$ cat src/rst_seq_pkg.sv
// Constants and types for the processor reset and strap sequencer
package rst_seq_pkg;
    localparam int unsigned CLK_HZ          = 50_000_000;
    // Straps: bits 27,25:22 packed as {b27,b25..b22}
    localparam logic [4:0] RATIO6_CODE      = 5'h0b;
    localparam logic [4:0] RATIO7_CODE      = 5'h0c;
    localparam logic [4:0] RATIO8_CODE      = 5'h0d;
    localparam logic [4:0] FUSED_RATIO      = RATIO7_CODE;
    localparam int unsigned STRAP_SETUP_CYC = 4;
    localparam int unsigned STRAP_HOLD_CYC  = 2;
    localparam int unsigned STRAP_DROP_CYC  = 20;
    localparam int unsigned VALID_OUT_CYC   = 1;
    localparam int unsigned DRIVE_CYC       = 4;
    localparam int unsigned MIN_PULSE_CYC   = 2;
    localparam int unsigned LINT_PULSE_CYC  = 6;
    localparam logic [2:0] CNT_ONE          = 3'h1;
    localparam logic [2:0] CNT_ZERO         = 3'h0;
    localparam logic [4:0] SCNT_ZERO        = 5'h00;
    localparam logic [4:0] SCNT_ONE         = 5'h01;
    localparam logic [1:0] LINT_IDLE        = 2'h0;

    typedef enum logic [1:0] {
        RATIO_6,
        RATIO_7,
        RATIO_8,
        RATIO_BAD
    } ratio_e;

    typedef struct packed {
        logic [10:0] addr_strap;
        logic        bus_request0_strap;
        logic        flush_strap;
        logic        init_strap;
        logic        intc_serial_data0;
        logic [4:0]  ratio_strap;
    } straps_s;

    typedef enum logic [1:0] {
        ST_RESET,
        ST_WAIT_VALID,
        ST_WAIT_DRIVE,
        ST_RUN
    } seq_e;
endpackage

$ cat src/cpu_reset_strap_sequencer.sv
// Device side of reset release, strap capture and bus drive start
//
// Functional notes
// - Ratio is fixed at manufacture; straps never change it.
// - Device CMOS output pulses last at least two clocks.
// - Outputs valid no sooner than one clock after reset release.
// - Bus drive starts at least four clocks after reset release.
`timescale 1ns/100ps
module cpu_reset_strap_sequencer (
    input  wire logic               mclk_i,
    input  wire logic               arst_n_i,
    input  wire logic               cpu_reset_n_i,
    input  wire logic               power_ok_in_i,
    input  wire logic               term_supply_ok_i,
    input  wire rst_seq_pkg::straps_s straps_i,
    input  wire logic [1:0]         local_irq_lines_i,
    input  wire logic               err_event_i,
    output rst_seq_pkg::straps_s    straps_o,
    output rst_seq_pkg::ratio_e     ratio_o,
    output logic                    ratio_mismatch_o,
    output logic                    outputs_valid_o,
    output logic                    bus_drive_en_o,
    output logic [1:0]              lint_event_o,
    output logic                    err_pulse_o
);
    import rst_seq_pkg::*;

    // ------------------------------------------------------------
    // Reset input tracking
    // ------------------------------------------------------------
    seq_e       state_q;
    logic       rst_prev_q;
    logic [2:0] cnt_q;
    logic       release_w;
    logic       run_w;

    assign release_w = rst_prev_q == 1'b0 && cpu_reset_n_i;
    assign run_w     = power_ok_in_i && term_supply_ok_i;

    always_ff @(posedge mclk_i or negedge arst_n_i) begin
        if (!arst_n_i) begin
            rst_prev_q <= 1'b0;
        end else begin
            rst_prev_q <= cpu_reset_n_i;
        end
    end

    // ------------------------------------------------------------
    // Release sequence
    // ------------------------------------------------------------
    // Reset is sampled, so the release lands on a clock edge
    always_ff @(posedge mclk_i or negedge arst_n_i) begin
        if (!arst_n_i) begin
            state_q <= ST_RESET;
            cnt_q   <= CNT_ZERO;
        end else if (!cpu_reset_n_i || !run_w) begin
            state_q <= ST_RESET;
            cnt_q   <= CNT_ZERO;
        end else begin
            case (state_q)
                ST_RESET: begin
                    if (release_w) begin
                        state_q <= ST_WAIT_VALID;
                        cnt_q   <= CNT_ONE;
                    end
                end
                ST_WAIT_VALID: begin
                    cnt_q <= cnt_q + CNT_ONE;
                    if (cnt_q >= 3'(VALID_OUT_CYC)) begin
                        state_q <= ST_WAIT_DRIVE;
                    end
                end
                ST_WAIT_DRIVE: begin
                    cnt_q <= cnt_q + CNT_ONE;
                    if (cnt_q >= 3'(DRIVE_CYC - 1)) begin
                        state_q <= ST_RUN;
                    end
                end
                default: begin
                    state_q <= ST_RUN;
                end
            endcase
        end
    end

    always_ff @(posedge mclk_i or negedge arst_n_i) begin
        if (!arst_n_i) begin
            outputs_valid_o <= 1'b0;
            bus_drive_en_o  <= 1'b0;
        end else begin
            outputs_valid_o <= state_q == ST_WAIT_DRIVE || state_q == ST_RUN;
            bus_drive_en_o  <= state_q == ST_RUN;
        end
    end

    // ------------------------------------------------------------
    // Strap capture
    // ------------------------------------------------------------
    // Captured on the release edge, when the straps are held
    always_ff @(posedge mclk_i or negedge arst_n_i) begin
        if (!arst_n_i) begin
            straps_o <= '0;
        end else if (state_q == ST_RESET && release_w && run_w) begin
            straps_o <= straps_i;
        end
    end

    // Ratio comes from the fused code only; straps just get compared
    always_ff @(posedge mclk_i or negedge arst_n_i) begin
        if (!arst_n_i) begin
            ratio_o          <= RATIO_7;
            ratio_mismatch_o <= 1'b0;
        end else begin
            case (FUSED_RATIO)
                RATIO6_CODE: ratio_o <= RATIO_6;
                RATIO7_CODE: ratio_o <= RATIO_7;
                RATIO8_CODE: ratio_o <= RATIO_8;
                default:     ratio_o <= RATIO_BAD;
            endcase
            ratio_mismatch_o <= outputs_valid_o && straps_o.ratio_strap != FUSED_RATIO;
        end
    end

    // ------------------------------------------------------------
    // Local interrupt edge detect
    // ------------------------------------------------------------
    // A line counts as an edge event in the first clock it reads high after reading low
    logic [1:0] lint_prev_q;
    logic [1:0] lint_ev_w;
    always_ff @(posedge mclk_i or negedge arst_n_i) begin
        if (!arst_n_i) begin
            lint_prev_q <= LINT_IDLE;
        end else begin
            lint_prev_q <= local_irq_lines_i;
        end
    end
    assign lint_ev_w = local_irq_lines_i & ~lint_prev_q;

    // Event outputs are stretched so slow observers never miss them
    for (genvar g = 0; g < 2; g++) begin : g_lint
        pulse_stretch u_lint (
            .mclk_i   (mclk_i),
            .arst_n_i (arst_n_i),
            .req_i    (lint_ev_w[g] && outputs_valid_o),
            .pulse_o  (lint_event_o[g])
        );
    end

    pulse_stretch u_err (
        .mclk_i   (mclk_i),
        .arst_n_i (arst_n_i),
        .req_i    (err_event_i && outputs_valid_o),
        .pulse_o  (err_pulse_o)
    );
endmodule

$ cat src/pulse_stretch.sv
// Holds each output pulse for a least number of clocks
`timescale 1ns/100ps
module pulse_stretch (
    input  wire logic mclk_i,
    input  wire logic arst_n_i,
    input  wire logic req_i,
    output logic      pulse_o
);
    import rst_seq_pkg::*;

    logic [2:0] cnt_q;

    // Extends any request to at least the least pulse width
    always_ff @(posedge mclk_i or negedge arst_n_i) begin
        if (!arst_n_i) begin
            cnt_q   <= CNT_ZERO;
            pulse_o <= 1'b0;
        end else if (req_i) begin
            cnt_q   <= 3'(MIN_PULSE_CYC - 1);
            pulse_o <= 1'b1;
        end else if (cnt_q != CNT_ZERO) begin
            cnt_q   <= cnt_q - CNT_ONE;
            pulse_o <= 1'b1;
        end else begin
            pulse_o <= 1'b0;
        end
    end
endmodule

$ cat config.mk
export PLATFORM = sky130hd
export DESIGN_NAME = cpu_reset_strap_sequencer
export DESIGN_NICKNAME = d
export VERILOG_FILES = /design/src/rst_seq_pkg.sv /design/src/cpu_reset_strap_sequencer.sv /design/src/pulse_stretch.sv
export SDC_FILE = /design/constraint.sdc
export NUM_CORES = 1
export LEC_CHECK = 0
export BUFFER_PORTS_ARGS = -buffer_cell sky130_fd_sc_hd__buf_4
export CORE_ASPECT_RATIO = 1.5
export CORE_UTILIZATION = 35
export CTS_CLUSTER_DIAMETER = 30
export CTS_CLUSTER_SIZE = 40
export DETAILED_ROUTE_END_ITERATION = 8
export GPL_TIMING_DRIVEN = 0
export PLACE_DENSITY_LB_ADDON = 0.3
export SLEW_MARGIN = 20
export SYNTH_ARGS = -nofsm -noshare
export SYNTH_HDL_FRONTEND = slang
export SYNTH_SLANG_ARGS = --single-unit
$ cat constraint.sdc
create_clock -name mclk_i -period 1.6 [get_ports mclk_i]
set_input_delay 0.16 -clock mclk_i [delete_from_list [all_inputs] [get_ports mclk_i]]
set_output_delay 0.16 -clock mclk_i [all_outputs]
set_load 0.05 [all_outputs]
==> flow_metrics.env <==
export IMPL_status="completed"
export IMPL_cp_start_kind="flip-flop"
export IMPL_remaining_drc_errors=0
export IMPL_place_congestion=0.725
export IMPL_h_tree_depth=2
export IMPL_rsz0062_at_grt="true"
export IMPL_yosys_area_share_adder=0.0946
export IMPL_drt_iter0_markers=41
export IMPL_r2r_end="straps_o[16]"
export IMPL_yosys_area_share_simple=0.108
export IMPL_fin_ws_ns=0.0169
export IMPL_cts_tree="yes"
export IMPL_yosys_mux_area_fraction=0.124
export IMPL_stdcell_count=301
export IMPL_cts_buffers=5
export IMPL_synth_area_per_cell_um2=12.6
export IMPL_ys_warnings_count=0
export IMPL_via_count=1391
export IMPL_synth_seq_cells=43
export IMPL_r2r_slack_ns=0.02
export IMPL_dr_pass1_iters=4
export IMPL_synth_most_common_cell="dfrtp_1"
export IMPL_cts_sinks=43
export IMPL_synth_top_family_by_area="multiplexers"
export IMPL_r2r_start="state_q[1]"
export IMPL_fill_cells=517
export IMPL_final_nets=274
export IMPL_core_um2=5450
export IMPL_async_reset_ff_frac=1.00
export IMPL_worstMarginPinSlew_ns=0.536
export IMPL_powerDensity_nw_per_um2=1420
export IMPL_synthToLayoutAreaGrowth_pct=39.2
export IMPL_seq_area_um2=1080
export IMPL_antenna_found_initial=0
export IMPL_synthTopCellsByArea="dfrtp_1 54%, ha_1 9.5%, mux2_2 7.9%, mux2_1 3.4%, inv_1 2.6%"
export IMPL_finalMaxSlewViolations=0
export IMPL_whs_path_depth=2
export IMPL_grt_pass1_wl_mm=6.10
export IMPL_critical_path_arrival_ns=1.77
export IMPL_crit_required_ns=1.78
export IMPL_wirelength_mm=3.74
export IMPL_synth_nets=201
export IMPL_dpl_cell_count=281
export IMPL_synth_xor_area_frac=0.0132
export IMPL_grt_ovfl_total=0
export IMPL_n_antenna_cell=0
export IMPL_insertion_delay_ns=0.29
export IMPL_synth_cell_type_count=33
export IMPL_peakVddDrop_uv=616
export IMPL_wl_per_cell_um=12.4
export IMPL_syn_inst=158
export IMPL_portBuffers=53
export IMPL_slew_headroom=0.642
export IMPL_grt_max_degree=44
export IMPL_yosysSeqAreaShare=0.542
export IMPL_fmax_mhz=632
export IMPL_yosysTopAreaCell="dfrtp_1"
export IMPL_fin_worst_skew_ns=0.00459
export IMPL_clk_pin_slew_ns=0.07
export IMPL_min_to="u_err.cnt_q[2]"
export IMPL_hold_slack_ns=0.0513
export IMPL_die_area_um2=5980
export IMPL_period_share=0.989
export IMPL_die_h_um=94.2
export IMPL_hold_violations=0
export IMPL_die_w_um=63.5
export IMPL_cts_buffer_depth=2
export IMPL_synth_enable_flop_cells=0
export IMPL_hpwlAfterDp_mm=2.53
export IMPL_p_leak_uw=0.00136
export IMPL_drive_gt1_frac=0.450
export IMPL_min_period_ns=1.58
export IMPL_ant_nets=0
export IMPL_first_global_vias=1376
export IMPL_initial_core_util=0.364
export IMPL_maxCapViolations=0
export IMPL_dp_slack_ns=-0.152
export IMPL_multi_input_area_um2=873
export IMPL_rows=33
export IMPL_worstPathMaxFanout=5
export IMPL_hp_start="err_event_i"
export IMPL_synth_commonest_cells="43 x dfrtp_1, 15 x ha_1, 14 x inv_1, 14 x mux2_2, 10 x nor2_1"
export IMPL_ios=56
export IMPL_synth_area_um2=1980
export IMPL_yosysTopAreaCellShare=0.542
export IMPL_r2r_cells=7
export IMPL_cts_root_buf="clkbuf_8"
export IMPL_synth_compound_area_frac=0.0612
export IMPL_cp_end_kind="flip-flop"
export IMPL_grt_util_all_layers=0.135
export IMPL_drt_vias_per_instance=4.62
export IMPL_setup_viol=0
export IMPL_synth_ff_type="dfrtp_1"
export IMPL_crit_type="flip-flop to flip-flop"
export IMPL_hp_class="primary input to flip-flop"
==> worst max-delay path by stage <==
stage                     startpoint      endpoint  slack (ns)  cells past startpoint
after floorplan           state_q[1]   straps_o[0]        0.01                      6
after global placement    state_q[1]  straps_o[14]       -0.13                      6
after detailed placement  state_q[1]   straps_o[9]       -0.15                      6
after CTS                 state_q[0]  straps_o[16]        0.01                      7
after global routing      state_q[1]  straps_o[18]       -0.06                      7
final                     state_q[1]  straps_o[16]        0.02                      7
==> state kept, by name, indices dropped and copies added (netlist names), 2 cells and up <==
name and count:
straps_o 20, u_err.cnt_q 3, cnt_q 3, g_lint.u_lint.pulse_o 2, state_q 2, g_lint.u_lint.cnt_q 6
lint_prev_q 2
==> cell families (layout without fill, tap and decap cells) <==
family | count (synthesis) | after routing
xor+xnor | 3 | 3
compound gates | 16 | 16
mux | 22 | 22
other cells | 2 | 2
fa+ha+maj | 15 | 15
buf+inv | 20 | 93
simple gates | 37 | 37
flops | 43 | 43
==> layout make-up <==
cell class,instances,share of cell area
sequential,43,0.391
timing repair buffer,66,0.185
clock buffer,6,0.0263
clock inverter,1,0.0109
multi-input combinational,95,0.316
inverter,14,0.0190
tap,70,0.0317
buffer,6,0.0204
==> cells in the final DEF, fill, tap and decap left out, types with 3 or more instances in the layout <==
| cell type | n |
|---|---|
| dlygate4sd3_1 | 4 |
| mux2_2 | 6 |
| xnor2_1 | 3 |
| a21oi_1 | 3 |
| buf_4 | 63 |
| nand2_1 | 7 |
| mux2_4 | 10 |
| clkbuf_8 | 5 |
| buf_6 | 3 |
| a211oi_1 | 3 |
| mux2_1 | 4 |
| nand2b_1 | 7 |
| dfrtp_1 | 41 |
| inv_2 | 3 |
| ha_1 | 14 |
| inv_1 | 11 |
| nor2_1 | 10 |
==> worst max-delay path: stages, from the launching register on <==
cell,delay (ns)
dfrtp_1,0.39
inv_2,0.09
ha_4,0.14
inv_2,0.04
nor3_4,0.20
buf_4,0.16
buf_6,0.12
mux2_2,0.33
==> stage by stage <==
step	total power, uW	utilization	TNS [ns]	cell area, um2
6_report	3910	0.507	0	2760
5_1_grt	4170	0.507	-0.341	2760
4_1_cts	3930	0.496	0	2700
3_5_place_dp	3090	0.454	-2.56	2470
3_3_place_gp	3050	0.454	-2.27	2470
2_1_floorplan	2640	-	0	1990
==> per-layer routing <==
metal  vias to the layer above  track usage  part of all wire
met5                         -            0                 0
met4                         0       0.0682             0.020
met3                         6       0.0352             0.043
met2                        36        0.239              0.52
met1                       682        0.147              0.42
li1                        667            -                 -
==> power breakdown <==
part	internal [uW]	total, uW	switching, uW
logic	645	1590	949
registers	1370	1520	148
clock network	457	802	345
==> timing repair <==
action                                 4_1_cts  5_1_grt
hold buffers                                 4        0
pin swaps                                    2        2
resized for setup                            7       17
endpoints found under the hold margin       46        0
buffers inserted                             7        0
setup endpoints to repair                   20       21
gates cloned                                 2        0
(Power assumes the default switching activity.)
